## config.mk

```make
export PLATFORM = sky130hd
export DESIGN_NAME = qdc_control
export DESIGN_NICKNAME = d
export VERILOG_FILES = /design/src/qdc_pkg.sv /design/src/qdc_control.sv /design/src/qdc_channel.sv
export VERILOG_INCLUDE_DIRS = /design/src
export SDC_FILE = /design/constraint.sdc
export NUM_CORES = 1
export LEC_CHECK = 0
export BUFFER_PORTS_ARGS = -buffer_cell sky130_fd_sc_hd__buf_2
export CORE_MARGIN = 1
export CORE_UTILIZATION = 48
export DETAILED_ROUTE_END_ITERATION = 10
export HOLD_SLACK_MARGIN = 0.15
export PLACE_DENSITY = 0.85
export SLEW_MARGIN = 20
export SYNTH_ARGS = -nofsm -noshare
export SYNTH_HDL_FRONTEND = slang
export SYNTH_SLANG_ARGS = --single-unit
export TNS_END_PERCENT = 10
```

## constraint.sdc

```tcl
create_clock -name clk_sys -period 2.15 [get_ports clk_sys]
set_clock_uncertainty 0.1 [all_clocks]
set_input_delay 0.3225 -clock clk_sys [delete_from_list [all_inputs] [get_ports clk_sys]]
set_output_delay 0.3225 -clock clk_sys [all_outputs]
set_load 0.02 [all_outputs]
```

## src/qdc_map.svh

```systemverilog
// Field positions, mode encodings and reset values for the quad DAC control logic
`ifndef QDC_MAP_SVH
`define QDC_MAP_SVH

// Control byte fields
`define QDC_CTL_MODE_HI 5
`define QDC_CTL_MODE_LO 4
`define QDC_CTL_PICK_HI 2
`define QDC_CTL_PICK_LO 1
`define QDC_CTL_PD_FLAG 0

// Upper data byte power-down code bits
`define QDC_PD_CODE_HI 7
`define QDC_PD_CODE_LO 6

// Lower data byte conversion bits
`define QDC_LOW_BITS_HI 7
`define QDC_LOW_BITS_LO 6

// Update mode encodings
`define QDC_MODE_TEMP 2'h0
`define QDC_MODE_SINGLE 2'h1
`define QDC_MODE_ALL 2'h2
`define QDC_MODE_BCAST 2'h3

// Reset values
`define QDC_CTL_RESET 8'h00
`define QDC_BYTE_RESET 8'h00
`define QDC_WORD_RESET 12'h000
`define QDC_DATA_ZERO 10'h000

`endif

```

## src/qdc_pkg.sv

```systemverilog
// Types shared by the quad DAC control logic
package qdc_pkg;

  typedef enum logic [2:0] {
    QDC_ST_IDLE = 3'h0,
    QDC_ST_CTRL = 3'h1,
    QDC_ST_HIGH = 3'h2,
    QDC_ST_LOW = 3'h3,
    QDC_ST_PEND = 3'h4,
    QDC_ST_DONE = 3'h5
  } qdc_state_t;

  typedef struct packed {
    qdc_state_t state;
    logic [7:0] control;
    logic [7:0] upper;
    logic [7:0] lower;
    logic updated;
  } qdc_core_t;

  typedef struct packed {
    logic [11:0] temp;
    logic [11:0] code;
  } qdc_chan_t;

endpackage

```

## src/qdc_control.sv

```systemverilog
// Control byte decoder and double-buffered update of four DAC channels
//
// Operation
// Mode 00, normal data: store word in selected temp hold only.
// Control bits 2:1 pick channel A, B, C or D.
// Mode 00 with power-down flag: store code in selected temp hold only.
// Mode 01: write selected temp hold and load its output code.
// Mode 10: write selected channel, load all outputs, others from temps.
// Broadcast with bit 2 clear: all outputs load from their temps.
// Broadcast with bit 2 set, flag clear: all outputs load received data.
// Broadcast with bit 2 set, flag set: all outputs take power-down code.
// First data byte is the upper eight conversion bits.
// With power-down flag, upper byte bits 7:6 are the power-down code.
// Second byte bits 7:6 are the two low bits, rest ignored.
// Update happens on the acknowledge falling edge after second byte.
// Power-on reset clears registers so unwritten channels read zero.
// Each channel has a 12-bit temp hold: code on top, data below.
// Each channel has a 12-bit output code register, same layout.
// Whole control byte is captured before the data bytes.
// Without power-down flag, byte pairs repeat until stop or restart.
// With power-down flag, master sends exactly two data bytes.
// Master sets bits 7:6 to zero outside broadcast; bit 3 is free.
`include "qdc_map.svh"

module qdc_control
  import qdc_pkg::*;
#(
  parameter int CHANNELS = 4,
  parameter int WORD_W = 12
) (
  input wire logic clk_sys,
  input wire logic rst_n,
  input wire logic frame_begin,
  input wire logic frame_end,
  input wire logic rx_valid,
  input wire logic [7:0] rx_byte,
  input wire logic ack_fall,
  output logic [7:0] control_byte,
  output logic [7:0] upper_data_byte,
  output logic [7:0] lower_data_byte,
  output logic update_done,
  output logic [WORD_W-1:0] temp_hold_ch_a,
  output logic [WORD_W-1:0] temp_hold_ch_b,
  output logic [WORD_W-1:0] temp_hold_ch_c,
  output logic [WORD_W-1:0] temp_hold_ch_d,
  output logic [WORD_W-1:0] output_code_ch_a,
  output logic [WORD_W-1:0] output_code_ch_b,
  output logic [WORD_W-1:0] output_code_ch_c,
  output logic [WORD_W-1:0] output_code_ch_d
);

  qdc_core_t st;
  qdc_core_t next_st;

  logic update_mode_hi;
  logic update_mode_lo;
  logic powerdown_flag;
  logic channel_pick_hi;
  logic channel_pick_lo;
  logic [1:0] mode;
  logic [1:0] pick;
  logic fire;
  logic [WORD_W-1:0] new_word;
  logic [CHANNELS-1:0] wr_temp;
  logic [CHANNELS-1:0] ld_out;
  logic [CHANNELS-1:0] ld_new;
  logic [WORD_W-1:0] channel_temp_hold [CHANNELS];
  logic [WORD_W-1:0] channel_output_code [CHANNELS];

  assign update_mode_hi = st.control[`QDC_CTL_MODE_HI];
  assign update_mode_lo = st.control[`QDC_CTL_MODE_LO];
  assign powerdown_flag = st.control[`QDC_CTL_PD_FLAG];
  assign channel_pick_hi = st.control[`QDC_CTL_PICK_HI];
  assign channel_pick_lo = st.control[`QDC_CTL_PICK_LO];
  assign mode = {update_mode_hi, update_mode_lo};
  assign pick = {channel_pick_hi, channel_pick_lo};

  // Update fires only on the acknowledge falling edge after the low byte
  assign fire = (st.state == QDC_ST_PEND) && ack_fall;

  // Power-down word carries the code on top and zero data below
  always_comb begin
    if (powerdown_flag) begin
      new_word = {st.upper[`QDC_PD_CODE_HI], st.upper[`QDC_PD_CODE_LO], `QDC_DATA_ZERO};
    end else begin
      new_word = {2'h0, st.upper, st.lower[`QDC_LOW_BITS_HI:`QDC_LOW_BITS_LO]};
    end
  end

  // Per-channel strobes; bits 7:6 and 3 of the control byte are not decoded
  always_comb begin
    wr_temp = '0;
    ld_out = '0;
    ld_new = '0;
    if (fire) begin
      unique case (mode)
        `QDC_MODE_TEMP: begin
          wr_temp[pick] = 1'b1;
        end
        `QDC_MODE_SINGLE: begin
          wr_temp[pick] = 1'b1;
          ld_out[pick] = 1'b1;
          ld_new[pick] = 1'b1;
        end
        `QDC_MODE_ALL: begin
          wr_temp[pick] = 1'b1;
          ld_out = '1;
          ld_new[pick] = 1'b1;
        end
        `QDC_MODE_BCAST: begin
          ld_out = '1;
          ld_new = channel_pick_hi ? '1 : '0;
        end
      endcase
    end
  end

  // Byte sequencer
  always_comb begin
    next_st = st;
    next_st.updated = fire;
    if (frame_begin) begin
      next_st.state = QDC_ST_CTRL;
    end else if (frame_end) begin
      next_st.state = QDC_ST_IDLE;
    end else begin
      unique case (st.state)
        QDC_ST_IDLE: begin
          next_st.state = QDC_ST_IDLE;
        end
        QDC_ST_CTRL: begin
          if (rx_valid) begin
            next_st.control = rx_byte;
            next_st.state = QDC_ST_HIGH;
          end
        end
        QDC_ST_HIGH: begin
          if (rx_valid) begin
            next_st.upper = rx_byte;
            next_st.state = QDC_ST_LOW;
          end
        end
        QDC_ST_LOW: begin
          if (rx_valid) begin
            next_st.lower = rx_byte;
            next_st.state = QDC_ST_PEND;
          end
        end
        QDC_ST_PEND: begin
          if (ack_fall) begin
            // A power-down write is exactly one pair; data pairs may repeat
            next_st.state = powerdown_flag ? QDC_ST_DONE : QDC_ST_HIGH;
          end
        end
        QDC_ST_DONE: begin
          next_st.state = QDC_ST_DONE;
        end
        default: begin
          next_st.state = QDC_ST_IDLE;
        end
      endcase
    end
  end

  always_ff @(posedge clk_sys) begin
    if (!rst_n) begin
      st.state <= QDC_ST_IDLE;
      st.control <= `QDC_CTL_RESET;
      st.upper <= `QDC_BYTE_RESET;
      st.lower <= `QDC_BYTE_RESET;
      st.updated <= 1'b0;
    end else begin
      st <= next_st;
    end
  end

  // Temp hold and output code pair per channel, both cleared at reset
  for (genvar i = 0; i < CHANNELS; i++) begin : g_chan
    qdc_channel #(
      .WORD_W(WORD_W)
    ) u_chan (
      .clk_sys(clk_sys),
      .rst_n(rst_n),
      .wr_temp(wr_temp[i]),
      .ld_out(ld_out[i]),
      .ld_new(ld_new[i]),
      .new_word(new_word),
      .temp(channel_temp_hold[i]),
      .code(channel_output_code[i])
    );
  end

  assign control_byte = st.control;
  assign upper_data_byte = st.upper;
  assign lower_data_byte = st.lower;
  assign update_done = st.updated;
  assign temp_hold_ch_a = channel_temp_hold[0];
  assign temp_hold_ch_b = channel_temp_hold[1];
  assign temp_hold_ch_c = channel_temp_hold[2];
  assign temp_hold_ch_d = channel_temp_hold[3];
  assign output_code_ch_a = channel_output_code[0];
  assign output_code_ch_b = channel_output_code[1];
  assign output_code_ch_c = channel_output_code[2];
  assign output_code_ch_d = channel_output_code[3];

  ctrl_capture_a: assert property (@(posedge clk_sys) disable iff (!rst_n)
    (st.state == QDC_ST_CTRL && rx_valid && !frame_begin && !frame_end)
      |=> (control_byte == $past(rx_byte)) && (st.state == QDC_ST_HIGH))
    else $error("control byte not captured");

  upper_byte_a: assert property (@(posedge clk_sys) disable iff (!rst_n)
    (fire && !powerdown_flag && mode == `QDC_MODE_SINGLE && pick == 2'h0)
      |=> output_code_ch_a == {2'h0, $past(st.upper), $past(st.lower[7:6])})
    else $error("data word packing wrong");

  hold_no_ack_a: assert property (@(posedge clk_sys) disable iff (!rst_n)
    !fire |=> $stable(output_code_ch_a) && $stable(output_code_ch_b)
      && $stable(output_code_ch_c) && $stable(output_code_ch_d))
    else $error("output changed without acknowledge edge");

  temp_only_a: assert property (@(posedge clk_sys) disable iff (!rst_n)
    (fire && mode == `QDC_MODE_TEMP && pick == 2'h2)
      |=> (temp_hold_ch_c == $past(new_word)) && $stable(output_code_ch_c))
    else $error("temp-only write moved output");

  single_load_a: assert property (@(posedge clk_sys) disable iff (!rst_n)
    (fire && mode == `QDC_MODE_SINGLE && pick == 2'h3)
      |=> (output_code_ch_d == $past(new_word)) && $stable(output_code_ch_a))
    else $error("single load wrong");

  all_load_a: assert property (@(posedge clk_sys) disable iff (!rst_n)
    (fire && mode == `QDC_MODE_ALL && pick == 2'h1)
      |=> (output_code_ch_a == $past(temp_hold_ch_a)) && (output_code_ch_b == $past(new_word)))
    else $error("all-channel load wrong");

  bcast_temp_a: assert property (@(posedge clk_sys) disable iff (!rst_n)
    (fire && mode == `QDC_MODE_BCAST && !channel_pick_hi)
      |=> (output_code_ch_c == $past(temp_hold_ch_c)) && $stable(temp_hold_ch_c))
    else $error("broadcast from temps wrong");

  bcast_data_a: assert property (@(posedge clk_sys) disable iff (!rst_n)
    (fire && mode == `QDC_MODE_BCAST && channel_pick_hi)
      |=> (output_code_ch_a == $past(new_word)) && (output_code_ch_d == $past(new_word)))
    else $error("broadcast data load wrong");

  pd_code_a: assert property (@(posedge clk_sys) disable iff (!rst_n)
    (fire && powerdown_flag && mode == `QDC_MODE_BCAST && channel_pick_hi)
      |=> output_code_ch_b == {$past(st.upper[7:6]), 10'h000})
    else $error("power-down code wrong");

  pd_stop_a: assert property (@(posedge clk_sys) disable iff (!rst_n)
    (fire && powerdown_flag && !frame_begin && !frame_end) |=> st.state == QDC_ST_DONE)
    else $error("power-down pair not terminal");

  pair_repeat_a: assert property (@(posedge clk_sys) disable iff (!rst_n)
    (fire && !powerdown_flag && !frame_begin && !frame_end) |=> st.state == QDC_ST_HIGH ##0 update_done)
    else $error("data pair did not rearm");

  reset_zero_a: assert property (@(posedge clk_sys) disable iff (!rst_n)
    $rose(rst_n) |-> (output_code_ch_a == 12'h000) && (temp_hold_ch_d == 12'h000))
    else $error("registers not cleared at reset");

  pick_one_a: assert property (@(posedge clk_sys) disable iff (!rst_n)
    (fire && mode == `QDC_MODE_TEMP && pick == 2'h1)
      |=> (temp_hold_ch_b == $past(new_word)) && $stable(temp_hold_ch_a) && $stable(temp_hold_ch_d))
    else $error("channel select wrong");

  temp_pd_a: assert property (@(posedge clk_sys) disable iff (!rst_n)
    (fire && mode == `QDC_MODE_TEMP && powerdown_flag && pick == 2'h0)
      |=> (temp_hold_ch_a == {$past(st.upper[7:6]), 10'h000}) && $stable(output_code_ch_a))
    else $error("temp power-down write wrong");

  all_pd_a: assert property (@(posedge clk_sys) disable iff (!rst_n)
    (fire && mode == `QDC_MODE_ALL && powerdown_flag && pick == 2'h3)
      |=> (output_code_ch_d == $past(new_word)) && (output_code_ch_c == $past(temp_hold_ch_c)))
    else $error("all-channel power-down load wrong");

  low_bits_a: assert property (@(posedge clk_sys) disable iff (!rst_n)
    (fire && !powerdown_flag && mode == `QDC_MODE_TEMP && pick == 2'h3)
      |=> temp_hold_ch_d[1:0] == $past(st.lower[7:6]))
    else $error("low conversion bits wrong");

  temp_layout_a: assert property (@(posedge clk_sys) disable iff (!rst_n)
    (fire && powerdown_flag && mode == `QDC_MODE_SINGLE && pick == 2'h1)
      |=> (temp_hold_ch_b[9:0] == 10'h000) && (temp_hold_ch_b[11:10] == $past(st.upper[7:6])))
    else $error("temp hold layout wrong");

  code_layout_a: assert property (@(posedge clk_sys) disable iff (!rst_n)
    (fire && !powerdown_flag && mode == `QDC_MODE_SINGLE && pick == 2'h0)
      |=> (output_code_ch_a[11:10] == 2'h0) && (output_code_ch_a[9:2] == $past(st.upper)))
    else $error("output code layout wrong");

  bcast_keep_a: assert property (@(posedge clk_sys) disable iff (!rst_n)
    (fire && mode == `QDC_MODE_BCAST && channel_pick_hi)
      |=> $stable(temp_hold_ch_a) && $stable(temp_hold_ch_b))
    else $error("broadcast data touched temp hold");

  done_pulse_a: assert property (@(posedge clk_sys) disable iff (!rst_n)
    update_done
      |=> !update_done)
    else $error("update pulse too long");

endmodule // qdc_control

```

## src/qdc_channel.sv

```systemverilog
// One channel: temporary hold register and output code register
`include "qdc_map.svh"

module qdc_channel
  import qdc_pkg::*;
#(
  parameter int WORD_W = 12
) (
  input wire logic clk_sys,
  input wire logic rst_n,
  input wire logic wr_temp,
  input wire logic ld_out,
  input wire logic ld_new,
  input wire logic [WORD_W-1:0] new_word,
  output logic [WORD_W-1:0] temp,
  output logic [WORD_W-1:0] code
);

  qdc_chan_t st;
  qdc_chan_t next_st;

  always_comb begin
    next_st = st;
    if (wr_temp) begin
      next_st.temp = new_word;
    end
    // Old temp is used so other channels load what was stored before
    if (ld_out) begin
      next_st.code = ld_new ? new_word : st.temp;
    end
  end

  always_ff @(posedge clk_sys) begin
    if (!rst_n) begin
      st.temp <= `QDC_WORD_RESET;
      st.code <= `QDC_WORD_RESET;
    end else begin
      st <= next_st;
    end
  end

  assign temp = st.temp;
  assign code = st.code;

endmodule // qdc_channel

```

After elaboration in Yosys (flattened, before gate mapping)
Cells that the tools add are included.
Word-level totals
  bits of input ports: 14
  register bits: 124
  logic and storage cells: 69
  output and inout bits: 121
Cells by class
  order comparisons: 2
  equal/unequal tests: 16
  muxes and demuxes: 22
  bitwise logic cells: 3
  reductions and logical operators: 12
Operators by type and width (number)
  2-to-1 mux 12 bit: 5
  2-to-1 mux 4 bit: 5
  AND reduction 4 bit: 5
  inequality test 4 bit (second input constant): 4
  one-hot mux 4 bit (2 select lines): 2
  one-hot mux 3 bit (5 select lines): 1
  2-to-1 mux 3 bit: 4
  2-to-1 mux 11 bit: 1
  inequality test 2 bit (second input constant): 4
  equality test 3 x 2 -> 1 bit (second input constant): 2
  equality test 3 bit (second input constant): 2
  OR reduction 3 bit: 2
  equality test 2 bit (second input constant): 2
  OR reduction 2 bit: 2
  equality test 3 x 1 -> 1 bit (second input constant): 1
  less-than comparator 2 x 3 -> 1 bit (second input constant): 1
  2-to-1 mux 1 bit: 3
  inverter 1 bit: 3
  demux 1 bit (select 2 bit): 1
  equality test 2 x 1 -> 1 bit (second input constant): 1
  greater-or-equal comparator 2 x 1 -> 1 bit (second input constant): 1
  logical AND 1 bit: 2
  logical NOT 2 bit: 1

Depth between registers and ports, before layout
  depth after elaboration: 7
  depth in mapped cells: 8
  mapped depth without buffers: 6

By module
Synthesis repeated with hierarchy kept, for this count alone.
Second synthesis, totals
  cells, all modules: 580
  area, all modules: 5521.5 µm²
By module, submodules not included
  qdc_channel: area each 954.7 µm², sequential area each 480.5 µm², instances 4, cells each 90
  qdc_control: area each 1702.9 µm², sequential area each 560.5 µm², instances 1, cells each 220

Worst setup path before layout
No wires, ideal clock.
  path type: flip-flop to flip-flop
  start point: register st, in the netlist control_byte[4]
  end point: register g_chan[0].u_chan.code[10] (netlist name)
  data required time: 1914 ps
  slack: 162 ps
  stages on the path, launching flop included: 6
  buffers on the path: 1
  clock period less this slack: 1988 ps
  setup time: 136 ps
  arrival: 1752 ps
  path through: dfxtp_1 -> ha_1 -> or3b_2 -> a211oi_2 -> clkbuf_1 -> a31oi_1
Between the ends
  cells in the longest elaborated chain, start to end: 5
  elaborated cells between the ends (all ways): 10
  those cells by class: 3 x eq/ne; 5 x mux; 2 x reduce/logical
Ends and longest elaborated chain
  start: declaration: RTL line qdc_control.sv:52  | qdc_core_t st;
  start signal: assignment: RTL line qdc_control.sv:173  | st <= next_st;
  equality test 2 bit or equality test 2 x 1 -> 1 bit (tied branches): RTL line qdc_control.sv:96  | unique case (mode)
  OR reduction 2 bit (no source line)
  one-hot mux 4 bit (2 select lines): RTL line qdc_control.sv:96
  2-to-1 mux 4 bit: RTL line qdc_control.sv:95  | if (fire) begin
  2-to-1 mux 12 bit: RTL line qdc_channel.sv:29  | next_st.code = ld_new ? new_word : st.temp;
Parallel ways exist; a longest one is shown, timed or not.
A chain may end at the register's enable or synchronous reset.

Worst setup path after layout
  start point: register st, in the netlist control_byte[5]
  end point: register g_chan[2].u_chan.code[3] (netlist name)
Between the ends
  cells in the longest elaborated chain, start to end: 5
  elaborated cells between the ends (all ways): 10
  those cells by class: 3 x eq/ne; 5 x mux; 2 x reduce/logical
Ends and longest elaborated chain (RTL line)
  equality test 2 bit or equality test 2 x 1 -> 1 bit (tied branches): qdc_control.sv:96
  OR reduction 2 bit (no source line)
  one-hot mux 4 bit (2 select lines): qdc_control.sv:96
  2-to-1 mux 4 bit: qdc_control.sv:95
  2-to-1 mux 12 bit: qdc_channel.sv:29
Parallel ways exist; a longest one is shown, timed or not.

==> metrics.cfg <==
[status]
status=complete, but fails checks
violations=DRC

[placed_design]
numPortBuffers=134
post-place-ws_ns=-0.180
place_hpwl_mm=9.71
gp_congestion=0.832
detailed_place.area_um2=5980

[timing]
tightest_slew_ns=1.02
rsz0062_at_grt=true
hold_viol=0
finalSetupTns_ns=0
timing.final.crit_share_pct=97.1
slew_headroom_pct=32.1
setup_viol=0
finalMaxSlewViolations=0
whs_ns=0.210
fmax_ghz=0.479
fin_ws_ns=0.0633
min_period_ns=2.09

[synthesis]
post_synth_num_cell_types=34
synthSimpleGateAreaFrac_pct=18.7
synth-async-reset-ratio_pct=0
synth_top_family_by_area=simple AND/OR/NAND/NOR gates
yosys_register_bits=124
yosysSeqAreaShare_pct=46.7
synth_flop_cell=dfxtp_1
yosysWarnings=0
netlist_area_um2=5310
synth_compound_area_share_pct=15.9
synth_fa_ha_area_share_pct=1.18
syn-num-nets=632
synth-xor-area-share_pct=0
synth.area.mux_share_pct=9.80
syn_inst=613
synth-edff-count=0
syn_area_per_cell_um2=8.66

[drt]
dr.pass1.iters=11
vias=4925
via_per_inst=5.55
ant_nets=0
route.detailed.drc=2
wl_per_cell_um=17.4
drt-total-wl_mm=15.4
drt_iter0_markers=494

[finish]
nFillCells=900
nets=754
final_area_um2=6810
antenna_cells=0
drive_gt1_share_pct=29.3
area_growth_pct=28.2
final_util_pct=63.1

[clock_tree]
clk_pin_slew_ns=0.06
root_buffer=clkbuf_8
tritoncts=done
clock_latency_ns=0.52
clockBufferDepth=2
cts_sinks=124
numCtsBuffers=17
post-cts-setup-buffer-count=0
cts.htree.levels=4

[critical_path]
crit_required_ns=2.50
critPathMaxStageDelay_ns=0.74
crit_buf_inv=1
end_kind=flop
critPathTopFamily=compound AO/OA/AOI/OAI gates
startpoint_type=flop
crit_fanout=24
crit_slowest_cell=a211oi_4
cp_cell_sequence=inv_1 -> ha_2 -> nand3b_1 -> a211oi_4 -> o21ai_0 -> a21oi_1
critPathKind=reg -> reg
cp_data_arrival_time_ns=2.44

[grt]
gr-total-overflow=0
grt_pass1_wl_mm=23.3
antenna_found_initial=0
track_usage_pct=26.8
grt_pass1_vias=4473
grt_max_degree=82

[power]
ir_drop_uv=634
leakagePower_nw=3.00
powerDensity_nw_per_um2=788

[die]
die_y_um=107
rows=38
core_area_um2=10800
ios=135
dieWidth_um=107
die-area_um2=11500
initial_core_util_pct=49.2

[min_path]
worstHoldPathType=in -> reg

[run]
drv_cap=0

[cells in the final DEF (no fill, tap or decap), types with 2 or more instances in the layout]
cell type,synthesis,layout
o21ai_2,12,12
clkinv_4,0,2
nor3_1,2,2
clkinv_2,0,2
or3b_2,2,2
buf_4,27,19
buf_12,0,3
mux2i_1,52,52
dlygate4sd3_1,0,13
o21ai_0,63,61
a31oi_1,38,38
clkbuf_8,0,3
and2_1,5,4
nor2_1,46,45
buf_2,7,134
bufinv_16,0,3
ha_1,5,3
buf_6,3,2
clkinvlp_4,0,4
inv_6,0,2
clkbuf_16,0,16
a211oi_4,0,4
ha_2,0,2
inv_1,4,4
a21oi_1,23,23
nand3b_1,3,3
nor2b_1,12,12
dfxtp_1,124,124
nor3b_1,2,2
o21ai_1,1,3
nand3_1,35,35
nand2_1,100,99
a211oi_2,4,2
[cell type report]
cell class / instances / area (µm²) / area share (%)
multi-input combinational: 417 / 2500 / 36.7
sequential: 124 / 2480 / 36.5
timing repair buffer: 171 / 1030 / 15.1
clock buffer: 19 / 442 / 6.49
tap: 140 / 175 / 2.57
clock inverter: 13 / 165 / 2.43
inverter: 4 / 15.0 / 0.221
[synth_stat cells, types with 2 or more instances]
library cell | instances | area share [%]
a31oi_1 | 38 | 4.5
nor3_1 | 2 | 0.19
buf_4 | 27 | 3.8
buf_1 | 3 | 0.21
inv_1 | 4 | 0.28
o21ai_2 | 12 | 2.0
ha_1 | 5 | 1.2
or3b_2 | 2 | 0.33
mux2i_1 | 52 | 9.8
nand3_1 | 35 | 3.3
a211oi_2 | 4 | 0.94
nor2_1 | 46 | 3.3
nand2_1 | 100 | 7.1
nand3b_1 | 3 | 0.42
buf_2 | 7 | 0.66
a21oi_1 | 23 | 2.2
clkbuf_1 | 30 | 2.1
o21ai_0 | 63 | 5.9
and2_1 | 5 | 0.59
buf_6 | 3 | 0.64
nor3b_1 | 2 | 0.28
nor2b_1 | 12 | 1.4
dfxtp_1 | 124 | 47
[per-layer routing]
metal | part of all wire (%) | GRT usage (%) | vias up
met2 | 49 | 44.7 | 196
met3 | 5.8 | 5.84 | 18
met1 | 44 | 34.5 | 2364
met4 | 1.0 | 8.02 | 0
li1 | - | - | 2347
met5 | 0 | 0 | -
[state kept, by name, summed over array words and instances (netlist names)]
signal	flops
g_chan.u_chan.temp	48
upper_data_byte	8
update_done	1
g_chan.u_chan.code	48
lower_data_byte	8
control_byte	8
st	3
[final timing paths]
check	from	slack (ns)	end	depth (start not counted)
max	control_byte[5]$_SDFFE_PN0P_	0.06	g_chan[2].u_chan.code[3]$_SDFFE_PN0P_	6
min	rx_valid	0.21	st[26]$_SDFFE_PP0P_	5
max reg2reg	control_byte[5]$_SDFFE_PN0P_	0.06	g_chan[2].u_chan.code[3]$_SDFFE_PN0P_	6
min reg2reg	upper_data_byte[6]$_SDFFE_PN0P_	0.38	upper_data_byte[6]$_SDFFE_PN0P_	2
[logic make-up after synthesis]
kind of cell / count (synthesis)
AO/OA/AOI/OAI: 143
adder cells (fa/ha/maj): 5
buffers and inverters: 74
flip-flops: 124
multiplexers: 52
AND/OR/NAND/NOR: 215
[where the power goes]
part	leakage (nW)	internal, W	switching, W
clock	0.287	0.00183	0.00108
combinational	1.72	0.0000559	0.0000840
sequential	0.999	0.00230	0.00000436
[worst reg2reg max path, cell delays in order (launching register included)]
cell and delay (ns):
dfxtp_1 0.35, inv_1 0.11, ha_2 0.21, nand3b_1 0.13, a211oi_4 0.74, o21ai_0 0.22
a21oi_1 0.17
[stage by stage]
stage	total power (W)	instances
after detailed placement	0.00247	841
after global routing	0.00550	888
after floorplan	0.00243	613
final	0.00536	888
after CTS	0.00535	886
after global placement	0.00247	841
[repair_timing]
action / CTS / global route
cloned: 0 / 2
setup endpoints to repair: 36 / 70
endpoints found under the hold margin: 32 / 0
pin swaps: 1 / 4
hold buffers: 13 / 0
resized for setup: 4 / 12
Power figures use the tool's default switching activity.
